`src/ccr_pkg.sv`:
```
package ccr_pkg;

  // Data-space addresses of the mapped core registers.
  localparam logic [7:0] CCR_ADDR_PTR_ONE = 8'h80;
  localparam logic [7:0] CCR_ADDR_PTR_TWO = 8'h81;
  localparam logic [7:0] CCR_ADDR_SD_ONE  = 8'h82;
  localparam logic [7:0] CCR_ADDR_SD_TWO  = 8'h83;
  localparam logic [7:0] CCR_ADDR_ACC     = 8'hff;

  localparam int         CCR_PC_W         = 12;
  localparam int         CCR_DATA_W       = 8;
  localparam int         CCR_STACK_DEPTH  = 6;

  localparam logic [7:0]  CCR_REG_RST      = 8'h00;
  localparam logic [11:0] CCR_PC_ONE       = 12'h001;
  localparam logic [11:0] CCR_RESET_VECTOR = 12'hffe;
  localparam logic [11:0] CCR_PC_RST       = 12'h000;

  // Clock division ratios.
  localparam logic [3:0] CCR_PERIPH_DIV    = 4'hc;
  localparam logic [3:0] CCR_CORE_DIV      = 4'hd;
  localparam logic [1:0] CCR_OSC_DIV1      = 2'h0;
  localparam logic [1:0] CCR_OSC_DIV2      = 2'h1;
  localparam logic [1:0] CCR_OSC_DIV4      = 2'h3;

  typedef enum logic [1:0] {
    CCR_CTX_MAIN = 2'b00,
    CCR_CTX_INT  = 2'b01,
    CCR_CTX_NMI  = 2'b10
  } ccr_ctx_e;

  typedef enum logic [2:0] {
    CCR_PC_HOLD   = 3'b000,
    CCR_PC_INCR   = 3'b001,
    CCR_PC_REL    = 3'b010,
    CCR_PC_JUMP   = 3'b011,
    CCR_PC_CALL   = 3'b100,
    CCR_PC_INTENT = 3'b101,
    CCR_PC_RET    = 3'b110,
    CCR_PC_INTERRUPT_RETURN_INSTR   = 3'b111
  } ccr_pc_op_e;

endpackage : ccr_pkg

```
`src/ccr_clk_div.sv`:
```
`timescale 1ns/1ps
`default_nettype none

// Modulo counter that emits a one-cycle enable every ratio ticks of en_i.
module ccr_clk_div
  import ccr_pkg::*;
(
  // Clock and reset
  input  wire logic       ref_clk_i,
  input  wire logic       rstn_i,
  // Control
  input  wire logic       en_i,
  input  wire logic [3:0] ratio_i,
  // Output
  output logic            tick_o
);

  typedef struct packed {
    logic [3:0] cnt;
    logic       tick;
  } ccr_div_s;

  ccr_div_s st_r;
  ccr_div_s st_nxt;

  always_comb begin
    st_nxt      = st_r;
    st_nxt.tick = 1'b0;
    if (en_i) begin
      if (st_r.cnt >= ratio_i - 4'h1) begin
        st_nxt.cnt  = 4'h0;
        st_nxt.tick = 1'b1;
      end else begin
        st_nxt.cnt = st_r.cnt + 4'h1;
      end
    end
  end

  always_ff @(posedge ref_clk_i or negedge rstn_i) begin
    if (!rstn_i) begin
      st_r <= '0;
    end else begin
      st_r <= st_nxt;
    end
  end

  assign tick_o = st_r.tick;

endmodule : ccr_clk_div

`default_nettype wire

```
`src/ccr_core_regs.sv`:
```
// Operation
// - Eight-bit accumulator, read and written in data space at FFh.
// - Two eight-bit pointer registers mapped at 80h and 81h.
// - Two short-direct registers mapped at 82h and 83h.
// - Program counter is 12 bits, addressing 4096 program bytes.
// - Program counter advances by one after each fetched byte.
// - Relative branch adds the signed offset to the program counter.
// - Jump, call, interrupt, reset and returns load the program counter.
// - Three carry/zero pairs: main, maskable interrupt, non-maskable interrupt.
// - Interrupt entry switches flag pair; return restores the previous pair.
// - Context switches never alter any pair; only the active pair changes.
// - Active carry takes carry/borrow, tested bit, and feeds rotate left.
// - Active zero is set when the last result is zero.
// - After reset the non-maskable context and its flags are active.
// - Six-level 12-bit stack pushes program counter, drops sixth level.
// - Either return pops level one into the program counter.
// - More than six nestings saturate the stack, losing oldest address.
// - Return on empty stack keeps stack at top and continues.
// - Internal clock divided by 12 for peripherals, 13 for core.
// - Instructions take two, four or five machine cycles.
// - Oscillator divider gives 1, 2 or 4; codes 10 and 11 give 4.
`timescale 1ns/1ps
`default_nettype none

module ccr_core_regs
  import ccr_pkg::*;
(
  // Clock and reset
  input  wire logic        ref_clk_i,
  input  wire logic        rstn_i,
  // Clock divider select
  input  wire logic        divider_select_hi_i,
  input  wire logic        divider_select_lo_i,
  // Data-space access
  input  wire logic        ds_wr_i,
  input  wire logic [7:0]  ds_addr_i,
  input  wire logic [7:0]  ds_wdata_i,
  output logic      [7:0]  ds_rdata_o,
  output logic             ds_hit_o,
  // Execution control, sampled on machine-cycle ticks
  input  wire logic [2:0]  pc_op_i,
  input  wire logic [11:0] pc_target_i,
  input  wire logic [7:0]  rel_offset_i,
  input  wire logic        int_is_nmi_i,
  input  wire logic [1:0]  instr_cycles_i,
  // ALU result and flag update
  input  wire logic        acc_wr_i,
  input  wire logic [7:0]  acc_wdata_i,
  input  wire logic        carry_wr_i,
  input  wire logic        carry_i,
  input  wire logic        zero_wr_i,
  input  wire logic [7:0]  result_i,
  // Core state
  output logic      [11:0] program_counter_o,
  output logic             carry_o,
  output logic             zero_o,
  output logic      [1:0]  ctx_o,
  output logic      [2:0]  stack_level_o,
  output logic             instr_done_o,
  // Clock enables
  output logic             core_tick_o,
  output logic             periph_tick_o
);

  typedef struct packed {
    logic [7:0]                      acc;
    logic [7:0]                      ptr_one;
    logic [7:0]                      ptr_two;
    logic [7:0]                      sd_one;
    logic [7:0]                      sd_two;
    logic [11:0]                     pc;
    logic [2:0]                      carry;
    logic [2:0]                      zero;
    ccr_ctx_e                        ctx;
    ccr_ctx_e                        prev_ctx;
    logic [CCR_STACK_DEPTH-1:0][11:0] stk;
    logic [2:0]                      lvl;
    logic [1:0]                      osc_cnt;
    logic [2:0]                      mc_cnt;
    logic                            done;
    logic [7:0]                      rdata;
    logic                            hit;
    logic                            sel_hi_s1;
    logic                            sel_hi_s2;
    logic                            sel_lo_s1;
    logic                            sel_lo_s2;
    logic                            act_carry;
    logic                            act_zero;
  } ccr_core_s;

  ccr_core_s st_r;
  ccr_core_s st_nxt;

  logic       int_tick;
  logic       core_tick;
  logic       periph_tick;
  logic [1:0] div_sel;
  logic [2:0] need_cycles;

  assign div_sel = {st_r.sel_hi_s2, st_r.sel_lo_s2};

  // Code 11 is folded onto divide by four, the same as code 10.
  always_comb begin
    case (div_sel)
      CCR_OSC_DIV1: int_tick = 1'b1;
      CCR_OSC_DIV2: int_tick = st_r.osc_cnt[0];
      default:      int_tick = (st_r.osc_cnt == CCR_OSC_DIV4);
    endcase
  end

  ccr_clk_div u_core_div (
    .ref_clk_i (ref_clk_i),
    .rstn_i    (rstn_i),
    .en_i      (int_tick),
    .ratio_i   (CCR_CORE_DIV),
    .tick_o    (core_tick)
  );

  ccr_clk_div u_periph_div (
    .ref_clk_i (ref_clk_i),
    .rstn_i    (rstn_i),
    .en_i      (int_tick),
    .ratio_i   (CCR_PERIPH_DIV),
    .tick_o    (periph_tick)
  );

  // Encoded length 0,1,2 means two, four or five machine cycles.
  always_comb begin
    case (instr_cycles_i)
      2'h0:    need_cycles = 3'h2;
      2'h1:    need_cycles = 3'h4;
      default: need_cycles = 3'h5;
    endcase
  end

  always_comb begin
    st_nxt           = st_r;
    st_nxt.sel_hi_s1 = divider_select_hi_i;
    st_nxt.sel_hi_s2 = st_r.sel_hi_s1;
    st_nxt.sel_lo_s1 = divider_select_lo_i;
    st_nxt.sel_lo_s2 = st_r.sel_lo_s1;
    st_nxt.osc_cnt   = st_r.osc_cnt + 2'h1;
    st_nxt.done      = 1'b0;

    // Data-space read port, registered for a clean output.
    st_nxt.hit = 1'b1;
    case (ds_addr_i)
      CCR_ADDR_PTR_ONE: st_nxt.rdata = st_r.ptr_one;
      CCR_ADDR_PTR_TWO: st_nxt.rdata = st_r.ptr_two;
      CCR_ADDR_SD_ONE:  st_nxt.rdata = st_r.sd_one;
      CCR_ADDR_SD_TWO:  st_nxt.rdata = st_r.sd_two;
      CCR_ADDR_ACC:     st_nxt.rdata = st_r.acc;
      default: begin
        st_nxt.rdata = CCR_REG_RST;
        st_nxt.hit   = 1'b0;
      end
    endcase

    // Data-space writes act immediately; they are not tied to the core tick.
    if (ds_wr_i) begin
      case (ds_addr_i)
        CCR_ADDR_PTR_ONE: st_nxt.ptr_one = ds_wdata_i;
        CCR_ADDR_PTR_TWO: st_nxt.ptr_two = ds_wdata_i;
        CCR_ADDR_SD_ONE:  st_nxt.sd_one  = ds_wdata_i;
        CCR_ADDR_SD_TWO:  st_nxt.sd_two  = ds_wdata_i;
        CCR_ADDR_ACC:     st_nxt.acc     = ds_wdata_i;
        default: ;
      endcase
    end

    if (core_tick) begin
      // ALU accumulator write wins over a data-space write in the same tick.
      if (acc_wr_i) begin
        st_nxt.acc = acc_wdata_i;
      end
      if (carry_wr_i) begin
        st_nxt.carry[st_r.ctx] = carry_i;
      end
      if (zero_wr_i) begin
        st_nxt.zero[st_r.ctx] = (result_i == CCR_REG_RST);
      end

      if (st_r.mc_cnt + 3'h1 >= need_cycles) begin
        st_nxt.mc_cnt = 3'h0;
        st_nxt.done   = 1'b1;
      end else begin
        st_nxt.mc_cnt = st_r.mc_cnt + 3'h1;
      end

      case (pc_op_i)
        CCR_PC_INCR: st_nxt.pc = st_r.pc + CCR_PC_ONE;
        CCR_PC_REL: begin
          st_nxt.pc = st_r.pc + {{4{rel_offset_i[7]}}, rel_offset_i};
        end
        CCR_PC_JUMP: st_nxt.pc = pc_target_i;
        CCR_PC_CALL, CCR_PC_INTENT: begin
          st_nxt.pc = pc_target_i;
          for (int i = CCR_STACK_DEPTH - 1; i > 0; i--) begin
            st_nxt.stk[i] = st_r.stk[i-1];
          end
          st_nxt.stk[0] = st_r.pc;
          if (st_r.lvl != 3'(CCR_STACK_DEPTH)) begin
            st_nxt.lvl = st_r.lvl + 3'h1;
          end
          if (pc_op_i == CCR_PC_INTENT) begin
            // Flag pairs are left untouched; only the selector moves.
            st_nxt.prev_ctx = st_r.ctx;
            st_nxt.ctx = int_is_nmi_i ? CCR_CTX_NMI : CCR_CTX_INT;
          end
        end
        CCR_PC_RET, CCR_PC_INTERRUPT_RETURN_INSTR: begin
          // An empty stack pops nothing and execution falls through.
          if (st_r.lvl != 3'h0) begin
            st_nxt.pc = st_r.stk[0];
            for (int i = 0; i < CCR_STACK_DEPTH - 1; i++) begin
              st_nxt.stk[i] = st_r.stk[i+1];
            end
            st_nxt.lvl = st_r.lvl - 3'h1;
          end else begin
            st_nxt.pc = st_r.pc + CCR_PC_ONE;
          end
          if (pc_op_i == CCR_PC_INTERRUPT_RETURN_INSTR) begin
            // Only one level of context history is kept; nested returns go to main.
            st_nxt.ctx      = st_r.prev_ctx;
            st_nxt.prev_ctx = CCR_CTX_MAIN;
          end
        end
        default: ;
      endcase
    end

    // The active pair is registered so that the flag outputs leave a flip-flop.
    st_nxt.act_carry = st_nxt.carry[st_nxt.ctx];
    st_nxt.act_zero  = st_nxt.zero[st_nxt.ctx];
  end

  always_ff @(posedge ref_clk_i or negedge rstn_i) begin
    if (!rstn_i) begin
      st_r          <= '0;
      st_r.pc       <= CCR_RESET_VECTOR;
      st_r.ctx      <= CCR_CTX_NMI;
      st_r.prev_ctx <= CCR_CTX_MAIN;
    end else begin
      st_r <= st_nxt;
    end
  end

  always_ff @(posedge ref_clk_i or negedge rstn_i) begin
    if (!rstn_i) begin
      core_tick_o   <= 1'b0;
      periph_tick_o <= 1'b0;
    end else begin
      core_tick_o   <= core_tick;
      periph_tick_o <= periph_tick;
    end
  end

  assign ds_rdata_o        = st_r.rdata;
  assign ds_hit_o          = st_r.hit;
  assign program_counter_o = st_r.pc;
  assign carry_o           = st_r.act_carry;
  assign zero_o            = st_r.act_zero;
  assign ctx_o             = st_r.ctx;
  assign stack_level_o     = st_r.lvl;
  assign instr_done_o      = st_r.done;

endmodule : ccr_core_regs

`default_nettype wire

```
`config.mk`:
```
export PLATFORM = sky130hd
export DESIGN_NAME = ccr_core_regs
export DESIGN_NICKNAME = d
export VERILOG_FILES = /design/src/ccr_pkg.sv /design/src/ccr_clk_div.sv /design/src/ccr_core_regs.sv
export SDC_FILE = /design/constraint.sdc
export NUM_CORES = 1
export LEC_CHECK = 0
export ABC_AREA = 1
export BUFFER_PORTS_ARGS = -buffer_cell sky130_fd_sc_hd__buf_4
export CAP_MARGIN = 30
export CORE_MARGIN = 2
export CORE_UTILIZATION = 40
export CTS_BUF_LIST = sky130_fd_sc_hd__clkbuf_16
export DETAILED_ROUTE_END_ITERATION = 10
export GPL_TIMING_DRIVEN = 1
export SETUP_SLACK_MARGIN = 0.15
export SLEW_MARGIN = 5
export SYNTH_ARGS = -nofsm -noshare
export SYNTH_HDL_FRONTEND = slang
export SYNTH_SLANG_ARGS = --single-unit
```
`constraint.sdc`:
```
create_clock -name ref_clk_i -period 1.93 [get_ports ref_clk_i]
set_input_delay 0.193 -clock ref_clk_i [delete_from_list [all_inputs] [get_ports ref_clk_i]]
set_output_delay 0.193 -clock ref_clk_i [all_outputs]
set_load 0.005 [all_outputs]
```
==> flow_metrics.env <==
export IMPL_outcome="complete, no violations"
export IMPL_dpl_hpwl_mm=14.7
export IMPL_drt_iter0_markers=325
export IMPL_yosysUniqueCellTypes=40
export IMPL_fmax_ghz=0.578
export IMPL_syn_nets=1213
export IMPL_rows=55
export IMPL_grt_pass1_vias=6955
export IMPL_skew_ns=0.0137
export IMPL_endpoint_kind="flop"
export IMPL_min_period_over_period_pct=89.7
export IMPL_io_pins=98
export IMPL_irDropWorstVdd_mv=0.634
export IMPL_wire_per_inst_um=13.5
export IMPL_muxShareOfSynthArea_pct=0.440
export IMPL_synth_edf_count=0
export IMPL_synth_top_family_by_area="simple AND/OR/NAND/NOR gates"
export IMPL_postLayoutCoreUtil_pct=48.9
export IMPL_clkSinkCount=170
export IMPL_fin_tns_setup_ns=0
export IMPL_layout_drive_gt1_share_pct=20.6
export IMPL_cts_tree="built"
export IMPL_seqCellArea_um2=4270
export IMPL_total_power_mw=13.7
export IMPL_dp_cells=1473
export IMPL_final_cells=1520
export IMPL_vias=7472
export IMPL_postLayoutSetupSlackWorst_ns=0.200
export IMPL_cts_made_buffers=17
export IMPL_async_flop_share_pct=100
export IMPL_min_path_type="in2reg"
export IMPL_ant_nets=0
export IMPL_port_buffers=97
export IMPL_hold_viol=0
export IMPL_die_x_um=155
export IMPL_ys_flop_type="dfrtp_1"
export IMPL_initial_core_util_pct=40.4
export IMPL_dpl_worst_slack_ns=0.0795
export IMPL_vias_per_cell=4.92
export IMPL_setup_violations_final=0
export IMPL_synthSimpleGateAreaFrac_pct=22.0
export IMPL_antenna_found_initial=0
export IMPL_critPathLaunchType="flop"
export IMPL_htreeDepth=4
export IMPL_wl_mm=20.5
export IMPL_first_pass_iters=5
export IMPL_track_usage_pct=17.8
export IMPL_tightest_slew_ns=0.423
export IMPL_multi_input_area_um2=4000
export IMPL_grt_max_degree=68
export IMPL_root_buffer="clkbuf_16"
export IMPL_synth_fa_ha_area_share_pct=3.06
export IMPL_fp_dieH_um=155
export IMPL_diodes=0
export IMPL_clockBufferDepth=2
export IMPL_drcViolationCount=0
export IMPL_avgSynthCellArea_um2=8.08
export IMPL_path_class="reg2reg"
export IMPL_final_area_um2=11000
export IMPL_critical_path_peak_fanout=4
export IMPL_n_fill_cell=2113
export IMPL_dieArea_um2=23900
export IMPL_clk_latency_ns=0.43
export IMPL_fin_nets=1311
export IMPL_synth_compound_area_share_pct=15.4
export IMPL_p_per_area_nw_per_um2=1250
export IMPL_yosys_warnings=0
export IMPL_fin_hold_ws_ns=0.0197
export IMPL_slew_viol_final=0
export IMPL_cellLeakagePower_nw=5.38
export IMPL_cp_arrival_ns=2.08
export IMPL_mappedNetlistArea_um2=9090
export IMPL_ys_seq_area_share_pct=47.0
export IMPL_rsz0062_at_grt="true"
export IMPL_area_delta_synth_final_pct=21.1
export IMPL_syn_inst=1125
export IMPL_grt_pass1_wl_mm=34.5
export IMPL_clk_pin_slew_ns=0.07
export IMPL_gp_congestion=0.830
export IMPL_worstPathRequired_ns=2.28
export IMPL_fin_crit_ns=1.73
export IMPL_place_area_um2=10100
export IMPL_ys_ff_latch=170
export IMPL_synth_xor_area_share_pct=1.06
export IMPL_overflow=0
export IMPL_max_cap_violations=0
export IMPL_coreArea_um2=22500
export IMPL_max_slew_margin_pct=71.7
-- what timing repair did --
action / in CTS / in global routing
setup buffers: 4 / 4
hold buffers: 8 / 0
resized for setup: 4 / 33
pin swaps: 0 / 6
hold endpoints to repair: 46 / 0
setup endpoints to repair: 7 / 12
-- final timing paths --
kind	from	end	slack, ns	cells after the start
setup / recovery	program_counter_o[0]$_DFFE_PN0P_	program_counter_o[2]$_DFFE_PN1P_	0.20	7
hold / removal	acc_wdata_i[3]	st_r[153]$_DFF_PN0_	0.02	3
setup reg to reg	program_counter_o[0]$_DFFE_PN0P_	program_counter_o[2]$_DFFE_PN1P_	0.20	7
hold reg to reg	u_periph_div.tick_o$_DFF_PN0_	periph_tick_o$_DFF_PN0_	0.35	0
max in group asynchronous	rstn_i	program_counter_o[11]$_DFFE_PN1P_	1.04	3
min in group asynchronous	rstn_i	st_r[36]$_DFFE_PN0P_	0.24	2
-- synthesized netlist by cell type (8+ instances only) --
| library cell | instances | share of area [%] |
|---|---|---|
| nand2_1 | 283 | 12 |
| dfrtp_1 | 158 | 43 |
| inv_1 | 156 | 6.4 |
| o21ai_0 | 97 | 5.3 |
| nor2_1 | 63 | 2.6 |
| nand3_1 | 58 | 3.2 |
| o211ai_1 | 48 | 4.0 |
| a21oi_1 | 36 | 2.0 |
| buf_4 | 28 | 2.3 |
| o21ai_1 | 21 | 1.2 |
| ha_1 | 19 | 2.6 |
| buf_2 | 16 | 0.88 |
| nand4_1 | 16 | 1.1 |
| o22ai_1 | 14 | 0.96 |
| o21ai_2 | 13 | 1.3 |
| clkbuf_1 | 12 | 0.50 |
| dfstp_2 | 12 | 3.5 |
| inv_2 | 9 | 0.37 |
| nand2_2 | 8 | 0.55 |
-- registers in the layout, summed over array words and instances (netlist names), 2 cells and up --
name               cells
u_periph_div.st_r      4
u_core_div.st_r        4
program_counter_o     12
div_sel                2
st_nxt                 2
ds_rdata_o             8
ctx_o                  2
stack_level_o          3
st_r                 125
-- power by group --
group | total (mW) | switching [mW] | leakage [nW] | internal, mW
sequential | 5.60 | 0.743 | 2.12 | 4.86
clock | 3.35 | 1.62 | 0.284 | 1.73
combinational | 4.78 | 2.69 | 2.98 | 2.09
-- worst max-delay path: stages, from the launching register on --
cell and delay [ns]:
dfrtp_1 0.41, ha_4 0.19, fa_2 0.39, or2_2 0.28, nand3_1 0.09, o21ai_1 0.09, a21oi_1 0.12, a21oi_1 0.09
-- kinds of logic (layout without fill, tap and decap cells) --
kind of cell,count (synthesis),after routing
XOR/XNOR,11,11
flip-flops,170,170
adder cells (fa/ha/maj),21,21
multiplexers,4,4
buffers and inverters,229,339
AND/OR/NAND/NOR,452,452
AO/OA/AOI/OAI,238,238
-- metal layers --
| layer | global-route usage [%] | vias to the layer above | share of wire, % |
|---|---|---|---|
| met5 | 0 | - | 0 |
| met1 | 25.2 | 3470 | 49 |
| li1 | - | 3854 | - |
| met4 | 5.82 | 0 | 1.5 |
| met3 | 3.08 | 24 | 3.5 |
| met2 | 27.7 | 124 | 46 |
-- cells in the final DEF (no fill, tap or decap), types with 6 or more instances in the layout --
cell | Yosys | routed
nand2_1 | 283 | 278
dfrtp_1 | 158 | 158
inv_1 | 156 | 153
buf_4 | 28 | 126
o21ai_0 | 97 | 96
nor2_1 | 63 | 59
nand3_1 | 58 | 52
o211ai_1 | 48 | 48
a21oi_1 | 36 | 33
o21ai_1 | 21 | 22
clkbuf_16 | 0 | 17
nand4_1 | 16 | 16
o22ai_1 | 14 | 14
nand2_2 | 8 | 13
o21ai_2 | 13 | 12
dfstp_2 | 12 | 12
inv_2 | 9 | 11
ha_1 | 19 | 11
dlygate4sd3_1 | 0 | 8
ha_4 | 0 | 7
buf_12 | 0 | 7
xor2_1 | 6 | 6
nand3b_1 | 6 | 6
-- cell type report --
| type | count | area share (%) |
|---|---|---|
| clock inverters | 14 | 1.36 |
| multi-input cells | 726 | 36.4 |
| inverters | 166 | 5.67 |
| clock buffers | 17 | 3.87 |
| well taps | 285 | 3.24 |
| repair buffers | 142 | 10.7 |
| flip-flops and latches | 170 | 38.8 |
Note: power is estimated with default switching activity, not from simulation.
